### src/ocpc_pkg.sv
/*
 * ocpc_pkg: constants and types for the ownership clock/power control block.
 * Assumes a single 25 MHz system clock; the divided clock rates are modelled as
 * one-cycle enable pulses derived from it.
 */
package ocpc_pkg;

	// peripheral count and ownership encoding
	localparam int unsigned NUM_PERIPH = 8;
	localparam logic [2:0] OWN_SUBSYS = 3'h0;	// subsystem processor owns
	localparam logic [2:0] OWN_HOST   = 3'h1;	// host processor owns

	// sram layout
	localparam int unsigned SRAM_BANK_KB = 32;
	localparam int unsigned SRAM_TOTAL_KB = 1024;
	localparam int unsigned SRAM_BANKS = SRAM_TOTAL_KB / SRAM_BANK_KB;

	// clock plan, in MHz and kHz
	localparam int unsigned PLL_OUT_MHZ  = 6000;
	localparam int unsigned REF_XTAL_KHZ = 38400;
	localparam int unsigned CORE_MHZ     = 500;
	localparam int unsigned DLL_MHZ      = 400;
	localparam int unsigned TIMER_MHZ    = 200;
	localparam int unsigned ETH_MHZ      = 125;
	localparam int unsigned SYS_MHZ      = 25;

	// post divider ratios from the pll output
	localparam logic [5:0] DIV_CORE  = 6'(PLL_OUT_MHZ / CORE_MHZ);
	localparam logic [5:0] DIV_DLL   = 6'(PLL_OUT_MHZ / DLL_MHZ);
	localparam logic [5:0] DIV_TIMER = 6'(PLL_OUT_MHZ / TIMER_MHZ);
	localparam logic [5:0] DIV_ETH   = 6'(PLL_OUT_MHZ / ETH_MHZ);
	localparam logic [7:0] PLL_MULT  = 8'((PLL_OUT_MHZ * 1000) / REF_XTAL_KHZ);

	// pll power-up sequencing times
	localparam int unsigned PLL_PWR_SETTLE_NS = 1000;
	localparam int unsigned PLL_LOCK_WAIT_NS  = 20000;
	localparam int unsigned SYS_PERIOD_NS     = 1000 / SYS_MHZ;
	localparam logic [9:0] PLL_PWR_SETTLE_CYC =
		10'((PLL_PWR_SETTLE_NS + SYS_PERIOD_NS - 1) / SYS_PERIOD_NS);
	localparam logic [9:0] PLL_LOCK_WAIT_CYC =
		10'(PLL_LOCK_WAIT_NS / SYS_PERIOD_NS);

	// wake glitch filter length
	localparam int unsigned NUM_WAKE   = 4;
	localparam logic [3:0] WAKE_FILT_CYC = 4'h8;

	// clock-gate machine idle delay before gating
	localparam logic [3:0] GATE_IDLE_CYC = 4'h4;

	// power states
	typedef enum logic [1:0] {
		PST_ACTIVE = 2'h0,
		PST_LIGHT  = 2'h1,
		PST_ALT    = 2'h2,
		PST_DEEP   = 2'h3
	} ocpc_pstate_type;

	// pll sequencer states, one-hot
	typedef enum logic [3:0] {
		PLL_OFF    = 4'h1,
		PLL_POWER  = 4'h2,
		PLL_LOCK   = 4'h4,
		PLL_RUN    = 4'h8
	} ocpc_pll_type;

	// clock-gate machine states, one-hot
	typedef enum logic [2:0] {
		CG_RUN   = 3'h1,
		CG_DRAIN = 3'h2,
		CG_GATED = 3'h4
	} ocpc_cg_type;

endpackage : ocpc_pkg

### src/ocpc_ctrl.sv
/*
 * ocpc_ctrl: clock distribution, ownership gating and always-on power control.
 * Assumes firmware config arrives as plain same-clock inputs, host-side enables
 * come from each peripheral's own register space, and wake pins are asynchronous.
 */
// Behaviour
// - pll at 6 GHz, post divide to four clocks
// - pll fed from 38.4 MHz crystal, own rail
// - route 125/500/400/200 MHz to their users
// - firmware-started pll power-up sequence
// - subsystem-owned: gate enable from local config
// - host-owned: gate enable from peripheral space
// - unowned peripheral always clock gated
// - soft reset source follows ownership too
// - ownership exclusive: subsystem or host only
// - always-on clock-gate machine with synchronisers
// - wake inputs filtered then recorded
// - sram machine keeps srams on in light idle
// - 32 kB banks, gated each in deepest idle
// - gated-side machine with wake, filter, sync
`timescale 1ns/1ns

module ocpc_ctrl (
	// clock and reset
	input  wire logic                               sys_clk,
	input  wire logic                               rstn,
	// pll control and status
	input  wire logic                               pllStart,
	input  wire logic                               pllLockPin,
	output logic                                    pllSupplyEn,
	output logic                                    pllEnable,
	output logic [7:0]                              pllMult,
	output logic                                    pllReady,
	// divided clock enables
	output logic                                    coreTick,
	output logic                                    dllTick,
	output logic                                    timerTick,
	output logic                                    ethTick,
	// per-peripheral ownership and enables
	input  wire logic [3*ocpc_pkg::NUM_PERIPH-1:0]  ownership,
	input  wire logic [ocpc_pkg::NUM_PERIPH-1:0]    localClkEn,
	input  wire logic [ocpc_pkg::NUM_PERIPH-1:0]    hostClkEn,
	input  wire logic [ocpc_pkg::NUM_PERIPH-1:0]    localRstEn,
	input  wire logic [ocpc_pkg::NUM_PERIPH-1:0]    hostRstEn,
	output logic [ocpc_pkg::NUM_PERIPH-1:0]         periphClkOn,
	output logic [ocpc_pkg::NUM_PERIPH-1:0]         periphTick,
	output logic [ocpc_pkg::NUM_PERIPH-1:0]         periphRst,
	// power state and wakes
	input  wire logic [1:0]                         powerState,
	input  wire logic                               idleReq,
	input  wire logic [ocpc_pkg::NUM_WAKE-1:0]      wakePin,
	input  wire logic [ocpc_pkg::NUM_WAKE-1:0]      wakeClear,
	output logic [ocpc_pkg::NUM_WAKE-1:0]           wakeRecord,
	output logic                                    funcClkOn,
	output logic                                    aonClkOn,
	output logic [ocpc_pkg::SRAM_BANKS-1:0]         sramBankOn,
	input  wire logic [ocpc_pkg::SRAM_BANKS-1:0]    sramKeep
);

	localparam int unsigned NP = ocpc_pkg::NUM_PERIPH;
	localparam int unsigned NW = ocpc_pkg::NUM_WAKE;

	// all block state in one struct
	typedef struct packed {
		ocpc_pkg::ocpc_pll_type pll;	// pll sequencer
		logic [9:0]  pllCnt;	// sequencer wait counter
		logic [5:0]  divCore;	// post divider counters
		logic [5:0]  divDll;
		logic [5:0]  divTimer;
		logic [5:0]  divEth;
		logic        coreT;
		logic        dllT;
		logic        timerT;
		logic        ethT;
		logic [2:0]  lockSync;	// lock pin sampler
		logic [NW-1:0] wk1;	// wake synchroniser stages
		logic [NW-1:0] wk2;
		logic [NW-1:0] wk3;
		logic [NW-1:0] wkStable;	// filtered wake levels
		logic [NW*4-1:0] wkCnt;	// filter counters
		logic [NW-1:0] wkRec;	// sticky wake record
		ocpc_pkg::ocpc_cg_type aonCg;	// always-on gate machine
		ocpc_pkg::ocpc_cg_type funcCg;	// gated-side gate machine
		logic [3:0]  cgCnt;
		logic [NP-1:0] rst;	// soft resets out
		logic [ocpc_pkg::SRAM_BANKS-1:0] sram;	// sram bank power
	} ocpc_state_type;

	ocpc_state_type state;
	ocpc_state_type next_state;

	// per-peripheral resolved gate request
	logic [NP-1:0] gateReq;
	logic [NP-1:0] rstReq;
	logic          anyWake;
	logic [NP-1:0] cellTick;

	// ownership decode; codes other than subsystem or host mean unowned
	always_comb begin
		for (int p = 0; p < NP; p++) begin
			logic [2:0] own;
			own = ownership[3*p +: 3];
			gateReq[p] = 1'b0;
			rstReq[p]  = 1'b0;
			if (own == ocpc_pkg::OWN_SUBSYS) begin
				gateReq[p] = localClkEn[p];
				rstReq[p]  = localRstEn[p];
			end else if (own == ocpc_pkg::OWN_HOST) begin
				gateReq[p] = hostClkEn[p];
				rstReq[p]  = hostRstEn[p];
			end
			// peripherals lose their clock while the functional domain is gated
			gateReq[p] = gateReq[p] & (state.funcCg == ocpc_pkg::CG_RUN);
		end
	end

	// one glitch-free gate per peripheral, on the timer rate
	generate
		for (genvar g = 0; g < NP; g++) begin : gen_gate
			ocpc_gate_cell u_cell (
				.sys_clk   (sys_clk),
				.rstn      (rstn),
				.rateTick  (state.timerT),
				.gateReq   (gateReq[g]),
				.gatedTick (cellTick[g]),
				.gateOn    (periphClkOn[g])
			);
		end
	endgenerate

	assign periphTick = cellTick;
	assign anyWake    = |state.wkStable;

	// next-state logic
	always_comb begin
		next_state = state;

		// post dividers; each runs only once the pll is up
		next_state.coreT  = 1'b0;
		next_state.dllT   = 1'b0;
		next_state.timerT = 1'b0;
		next_state.ethT   = 1'b0;
		if (state.pll == ocpc_pkg::PLL_RUN) begin
			next_state.divCore  = state.divCore + 6'h01;
			next_state.divDll   = state.divDll + 6'h01;
			next_state.divTimer = state.divTimer + 6'h01;
			next_state.divEth   = state.divEth + 6'h01;
			if (state.divCore == ocpc_pkg::DIV_CORE - 6'h01) begin
				next_state.divCore = 6'h00;
				next_state.coreT   = 1'b1;
			end
			if (state.divDll == ocpc_pkg::DIV_DLL - 6'h01) begin
				next_state.divDll = 6'h00;
				next_state.dllT   = 1'b1;
			end
			if (state.divTimer == ocpc_pkg::DIV_TIMER - 6'h01) begin
				next_state.divTimer = 6'h00;
				next_state.timerT   = 1'b1;
			end
			if (state.divEth == ocpc_pkg::DIV_ETH - 6'h01) begin
				next_state.divEth = 6'h00;
				next_state.ethT   = 1'b1;
			end
		end

		// lock pin crosses in from the pll; only stages two and three compared
		next_state.lockSync = {state.lockSync[1:0], pllLockPin};

		// pll power-up sequence, started by firmware
		case (state.pll)
			ocpc_pkg::PLL_OFF: begin
				next_state.pllCnt = 10'h000;
				if (pllStart) begin
					next_state.pll = ocpc_pkg::PLL_POWER;
				end
			end
			ocpc_pkg::PLL_POWER: begin	// supply rail settles first
				next_state.pllCnt = state.pllCnt + 10'h001;
				if (state.pllCnt == ocpc_pkg::PLL_PWR_SETTLE_CYC - 10'h001) begin
					next_state.pllCnt = 10'h000;
					next_state.pll    = ocpc_pkg::PLL_LOCK;
				end
			end
			ocpc_pkg::PLL_LOCK: begin
				next_state.pllCnt = state.pllCnt + 10'h001;
				if (state.lockSync[2] & state.lockSync[1]) begin
					next_state.pll = ocpc_pkg::PLL_RUN;
				end else if (state.pllCnt == ocpc_pkg::PLL_LOCK_WAIT_CYC) begin
					next_state.pll = ocpc_pkg::PLL_OFF;	// no lock: retry on start
				end
			end
			ocpc_pkg::PLL_RUN: begin
				if (!pllStart) begin
					next_state.pll = ocpc_pkg::PLL_OFF;
				end
			end
			default: begin
				next_state.pll = ocpc_pkg::PLL_OFF;
			end
		endcase

		// wake synchronisers and glitch filters
		next_state.wk1 = wakePin;
		next_state.wk2 = state.wk1;
		next_state.wk3 = state.wk2;
		for (int w = 0; w < NW; w++) begin
			if (state.wk2[w] != state.wk3[w] || state.wk3[w] == state.wkStable[w]) begin
				next_state.wkCnt[4*w +: 4] = 4'h0;	// bounce restarts the filter
			end else if (state.wkCnt[4*w +: 4] == ocpc_pkg::WAKE_FILT_CYC - 4'h1) begin
				next_state.wkCnt[4*w +: 4] = 4'h0;
				next_state.wkStable[w]     = state.wk3[w];
			end else begin
				next_state.wkCnt[4*w +: 4] = state.wkCnt[4*w +: 4] + 4'h1;
			end
			// record: a new wake wins over a clear in the same cycle
			if (wakeClear[w]) begin
				next_state.wkRec[w] = 1'b0;
			end
			if (state.wkStable[w]) begin
				next_state.wkRec[w] = 1'b1;
			end
		end

		// always-on clock-gate machine
		case (state.aonCg)
			ocpc_pkg::CG_RUN: begin
				if (idleReq && powerState == ocpc_pkg::PST_DEEP && !anyWake) begin
					next_state.aonCg = ocpc_pkg::CG_DRAIN;
				end
			end
			ocpc_pkg::CG_DRAIN: begin	// a dropped idle request must not strand it
				if (anyWake || !idleReq) begin
					next_state.aonCg = ocpc_pkg::CG_RUN;
				end else if (state.funcCg == ocpc_pkg::CG_GATED) begin
					next_state.aonCg = ocpc_pkg::CG_GATED;
				end
			end
			ocpc_pkg::CG_GATED: begin
				if (anyWake || !idleReq) begin
					next_state.aonCg = ocpc_pkg::CG_RUN;
				end
			end
			default: begin
				next_state.aonCg = ocpc_pkg::CG_RUN;
			end
		endcase

		// gated-side functional clock-gate machine
		case (state.funcCg)
			ocpc_pkg::CG_RUN: begin
				next_state.cgCnt = 4'h0;
				if (idleReq && powerState != ocpc_pkg::PST_ACTIVE && !anyWake) begin
					next_state.funcCg = ocpc_pkg::CG_DRAIN;
				end
			end
			ocpc_pkg::CG_DRAIN: begin	// let peripherals go quiet first
				next_state.cgCnt = state.cgCnt + 4'h1;
				if (anyWake || !idleReq) begin
					next_state.funcCg = ocpc_pkg::CG_RUN;
				end else if (state.cgCnt == ocpc_pkg::GATE_IDLE_CYC - 4'h1) begin
					next_state.funcCg = ocpc_pkg::CG_GATED;
				end
			end
			ocpc_pkg::CG_GATED: begin
				if (anyWake || !idleReq) begin
					next_state.funcCg = ocpc_pkg::CG_RUN;
				end
			end
			default: begin
				next_state.funcCg = ocpc_pkg::CG_RUN;
			end
		endcase

		// soft resets follow ownership; unowned peripherals stay in reset
		next_state.rst = rstReq;
		for (int p = 0; p < NP; p++) begin
			if (ownership[3*p +: 3] != ocpc_pkg::OWN_SUBSYS &&
			    ownership[3*p +: 3] != ocpc_pkg::OWN_HOST) begin
				next_state.rst[p] = 1'b1;
			end
		end

		// sram power gate machine: light idles keep all banks on
		for (int b = 0; b < ocpc_pkg::SRAM_BANKS; b++) begin
			if (state.funcCg == ocpc_pkg::CG_GATED && powerState == ocpc_pkg::PST_DEEP) begin
				next_state.sram[b] = sramKeep[b];	// per-bank gating
			end else begin
				next_state.sram[b] = 1'b1;
			end
		end
	end

	// register the whole state
	always_ff @(posedge sys_clk or negedge rstn) begin
		if (!rstn) begin
			state        <= '0;
			state.pll    <= ocpc_pkg::PLL_OFF;
			state.aonCg  <= ocpc_pkg::CG_RUN;
			state.funcCg <= ocpc_pkg::CG_RUN;
			state.rst    <= '1;
			state.sram   <= '1;
		end else begin
			state <= next_state;
		end
	end

	// outputs, all from flip-flops except the constant pllMult
	assign pllSupplyEn = state.pll != ocpc_pkg::PLL_OFF;
	assign pllEnable   = state.pll[2] | state.pll[3];
	assign pllMult     = ocpc_pkg::PLL_MULT;
	assign pllReady    = state.pll[3];
	assign coreTick    = state.coreT;
	assign dllTick     = state.dllT;
	assign timerTick   = state.timerT;
	assign ethTick     = state.ethT;
	assign periphRst   = state.rst;
	assign wakeRecord  = state.wkRec;
	assign funcClkOn   = state.funcCg != ocpc_pkg::CG_GATED;
	assign aonClkOn    = state.aonCg != ocpc_pkg::CG_GATED;
	assign sramBankOn  = state.sram;

endmodule : ocpc_ctrl

### src/ocpc_gate_cell.sv
/*
 * ocpc_gate_cell: glitch-free clock enable for one peripheral.
 * Assumes the enable request comes from logic on the same clock; the cell
 * only changes its gate while the divided clock enable pulse is low.
 */
`timescale 1ns/1ns

module ocpc_gate_cell (
	// clock and reset
	input  wire logic sys_clk,
	input  wire logic rstn,
	// divided rate pulse of the peripheral's clock
	input  wire logic rateTick,
	// requested gate state
	input  wire logic gateReq,
	// gated clock pulse and gate state
	output logic      gatedTick,
	output logic      gateOn
);

	typedef struct packed {
		logic on;	// gate currently open
		logic tick;	// gated pulse
	} ocpc_cell_type;

	ocpc_cell_type state;
	ocpc_cell_type next_state;

	// gate moves only between pulses, so no pulse is ever cut short
	always_comb begin
		next_state = state;
		if (!rateTick) begin
			next_state.on = gateReq;
		end
		next_state.tick = rateTick & state.on;
	end

	// register
	always_ff @(posedge sys_clk or negedge rstn) begin
		if (!rstn) begin
			state <= '0;
		end else begin
			state <= next_state;
		end
	end

	assign gatedTick = state.tick;
	assign gateOn    = state.on;

endmodule : ocpc_gate_cell

### config.mk
export PLATFORM = sky130hd
export DESIGN_NAME = ocpc_ctrl
export DESIGN_NICKNAME = d
export VERILOG_FILES = /design/src/ocpc_pkg.sv /design/src/ocpc_ctrl.sv /design/src/ocpc_gate_cell.sv
export SDC_FILE = /design/constraint.sdc
export NUM_CORES = 1
export LEC_CHECK = 0
export BUFFER_PORTS_ARGS = -buffer_cell sky130_fd_sc_hd__buf_2
export CORE_AREA = 2 2 94 141
export CTS_CLUSTER_SIZE = 24
export DETAILED_ROUTE_END_ITERATION = 8
export DIE_AREA = 0 0 96 143
export HOLD_SLACK_MARGIN = 0.1
export PLACE_DENSITY = 0.82
export REMOVE_ABC_BUFFERS = 1
export SETUP_SLACK_MARGIN = 0.3
export SYNTH_ARGS = -nofsm -noshare
export SYNTH_HDL_FRONTEND = slang
export SYNTH_HIERARCHICAL = 1
export SYNTH_SLANG_ARGS = --single-unit
### constraint.sdc
create_clock -name sys_clk -period 3.35 [get_ports sys_clk]
set_input_delay 0.5025 -clock sys_clk [delete_from_list [all_inputs] [get_ports sys_clk]]
set_output_delay 0.5025 -clock sys_clk [all_outputs]
set_load 0.01 [all_outputs]
==> flow_summary.json <==
{
  "status": "completed",
  "syn_area_um2": 6750,
  "postRouteWirelength_um": 13900,
  "worst_setup_path_end_kind": "primary output",
  "diodes": 0,
  "fin_ws_ns": 0.914,
  "fin_crit_ns": 2.44,
  "h-tree-depth": 4,
  "place.gp.congestion": 0.879,
  "synth_commonest_cells": "dfrtp_1, buf_4, nor2_1, nand2_1",
  "grt_overflow_total": 0,
  "drt_iter0_markers": 167,
  "yosysTopAreaCellShare_pct": 38.6,
  "grt_pass1_vias": 5084,
  "die_x_um": 96,
  "worstSkewPairLatency_ns": 0.42,
  "setup_tns_ns": 0,
  "hold_path_class": "in -> reg",
  "cpPeakStageDelay_ns": 0.58,
  "grt_max_degree": 65,
  "placedCellCount": 885,
  "comb_power_share_pct": 12.4,
  "drive_above_1_share_pct": 36.2,
  "wl_per_cell_um": 15.1,
  "critical_path_class": "reg -> out",
  "p_clk_share_pct": 42.6,
  "ys.warnings.count": 6,
  "clockRootBuffer": "clkbuf_16",
  "syn_inst": 618,
  "swShare_pct": 28.5,
  "tightestPinTransition_ns": 0.808,
  "synth_area_leaders": "dfrtp_1, dfstp_2, buf_4",
  "power_density_nw_per_um2": 560,
  "ff2ff_setup_slack_ns": 1.21,
  "ff2ff_path_depth": 4,
  "setup_viol": 0,
  "async_flop_share_pct": 100,
  "worstPathCellList": "or3b_1 -> buf_4 -> buf_2",
  "final_cells": 918,
  "fin_util_pct": 64.1,
  "avgSynthCellArea_um2": 10.9,
  "ctsHoldBuffers": 1,
  "dp_slack_ns": 1.24,
  "dpl_cell_area_um2": 7370,
  "period_share_pct": 72.7,
  "clock_sinks": 147,
  "fin_hold_ws_ns": 0.185,
  "yosys.cell_types.count": 57,
  "ys_seq_area_share_pct": 55.3,
  "drt_pre_antenna_iters": 6,
  "core_um2": 12400,
  "crit_start": "state[46]",
  "cp-endpoint": "funcClkOn",
  "synth-edff-count": 0,
  "ant_nets": 0,
  "p_seq_share_pct": 45.0,
  "rr_endpoint": "state[98]",
  "cts_resized": 0,
  "worst_path_max_delay_cell": "dfrtp_1",
  "synth-main-ff-cell": "dfrtp_1",
  "rsz0062_at_grt": "no",
  "p_leak_nw": 3.78,
  "fin_nets": 865,
  "n_fill_cell": 976,
  "peakVddDrop_mv": 0.387,
  "die_area_um2": 13700,
  "synth_top_area_cell": "dfrtp_1",
  "track_usage_pct": 21.7,
  "route.detailed.drc": 0,
  "synth-seq-cells": 147,
  "internal-power_mw": 3.20,
  "finalClockSkew_ns": 0.00982,
  "maxCapViolCount": 0,
  "clk_pin_slew_ns": 0.07,
  "reg2reg_from": "state[128]",
  "dp.final_hpwl_um": 9970,
  "synth_most_common_cell": "dfrtp_1",
  "antenna_found_initial": 0,
  "postCtsSetupBuffers": 0,
  "p_total_mw": 4.47,
  "initial_core_util_pct": 54.2,
  "drt-vias-per-instance": 5.40,
  "drv_slew": 0,
  "grt_pass1_wl_um": 23100,
  "crit_required_ns": 2.85,
  "fin_area_um2": 7980,
  "fp.dieH_um": 143,
  "pin_count": 180,
  "syn2layout_area_growth_pct": 18.3,
  "vias": 4955,
  "tritoncts": "yes",
  "p_sw_mw": 1.27,
  "crit_arrival_ns": 1.93,
  "io_buffer_count": 171,
  "fp-row-count": 50,
  "relSlewSlack_pct": 45.9,
  "critPathLaunchType": "register",
  "max-clock-path-buffers": 2,
  "numCtsBuffers": 17,
  "fmax_mhz": 411,
  "finalHoldViolCount": 0,
  "cp_max_fo": 27
}
==> worst min path at each step <==
stage                         from              to  slack (ns)  cells after the start
CTS                     wakePin[0]  next_state[78]        0.17                      1
global route            wakePin[3]  next_state[81]        0.17                      1
global placement    next_state[78]  next_state[74]        0.33                      0
finish                  wakePin[3]  next_state[81]        0.19                      1
detailed placement  next_state[78]  next_state[74]        0.34                      0
floorplan                     rstn        coreTick        0.21                      0
==> registers in the layout, summed over array words and instances (netlist names), 4 cells and up <==
signal / count
gen_gate.u_cell/gatedTick: 8
state: 72
next_state: 10
periphRst: 8
wakeRecord: 4
sramBankOn: 32
gen_gate.u_cell/gateOn: 8
==> cells by family (layout without fill, tap and decap cells) <==
| logic type | count (synthesis) | after routing | synth area share [%] |
|---|---|---|---|
| AND/OR/NAND/NOR | 235 | 235 | 19.0 |
| flip-flops | 147 | 147 | 55.3 |
| AO/OA/AOI/OAI | 92 | 92 | 8.27 |
| buffers and inverters | 87 | 225 | 8.19 |
| multiplexers | 28 | 28 | 4.84 |
| XOR/XNOR | 14 | 14 | 1.93 |
| adder cells (fa/ha/maj) | 13 | 13 | 2.41 |
| other | 2 | 8 | 0.111 |
==> final cells by class <==
cell class	count	area (µm²)	area share [%]
Tap cell	156	195	2.45
Multi-Input combinational cell	390	2490	31.2
Clock buffer	18	439	5.50
Sequential cell	147	3730	46.8
Inverter	16	60.1	0.752
Clock inverter	14	159	1.99
Timing Repair Buffer	177	910	11.4
==> layer usage <==
| metal | up-vias | part of all wire [%] | track usage (%) |
|---|---|---|---|
| met5 | - | 0 | 0 |
| met1 | 2434 | 37 | 23.9 |
| met2 | 126 | 56 | 38.5 |
| li1 | 2365 | - | - |
| met4 | 0 | 2.6 | 9.47 |
| met3 | 30 | 4.4 | 5.49 |
==> power groups by stage <==
stage | clock network, mW | logic (mW) | registers, mW
floorplan | 0 | 0.341 | 2.02
detailed placement | 0 | 0.555 | 2.04
global placement | 0 | 0.532 | 2.03
global route | 2.01 | 0.633 | 2.03
CTS | 1.94 | 0.563 | 2.01
finish | 1.90 | 0.555 | 2.01
==> placed cells by master (no fill, tap or decap), types with 3 or more instances in the layout <==
cell type    n
nand2b_1     5
nand2_1     44
buf_2      170
or2_2        3
dfrtp_1    104
clkbuf_16   17
conb_1       8
nor2_1      45
mux2_4       9
or4b_1       3
a21o_1       8
nor3_1      20
buf_4        5
or3_1       43
nand3_1     14
xnor2_1     11
nand4_1      8
o31ai_1      4
inv_6        6
or4_1        3
and2_2       8
a21oi_1     36
nor2b_1      8
o21ai_0     21
inv_8        4
inv_1       16
nor4_1      13
ha_1        13
dfstp_2     43
a22o_1       4
and3_1       5
mux2i_1     18
==> critical path: cells and delay by family (launching register included) <==
family	cells	cell delay, ns
and+or+nand+nor	1	0.52
DFF	1	0.58
buffers and inverters	2	0.42
Note: power is estimated with default switching activity, not from simulation.
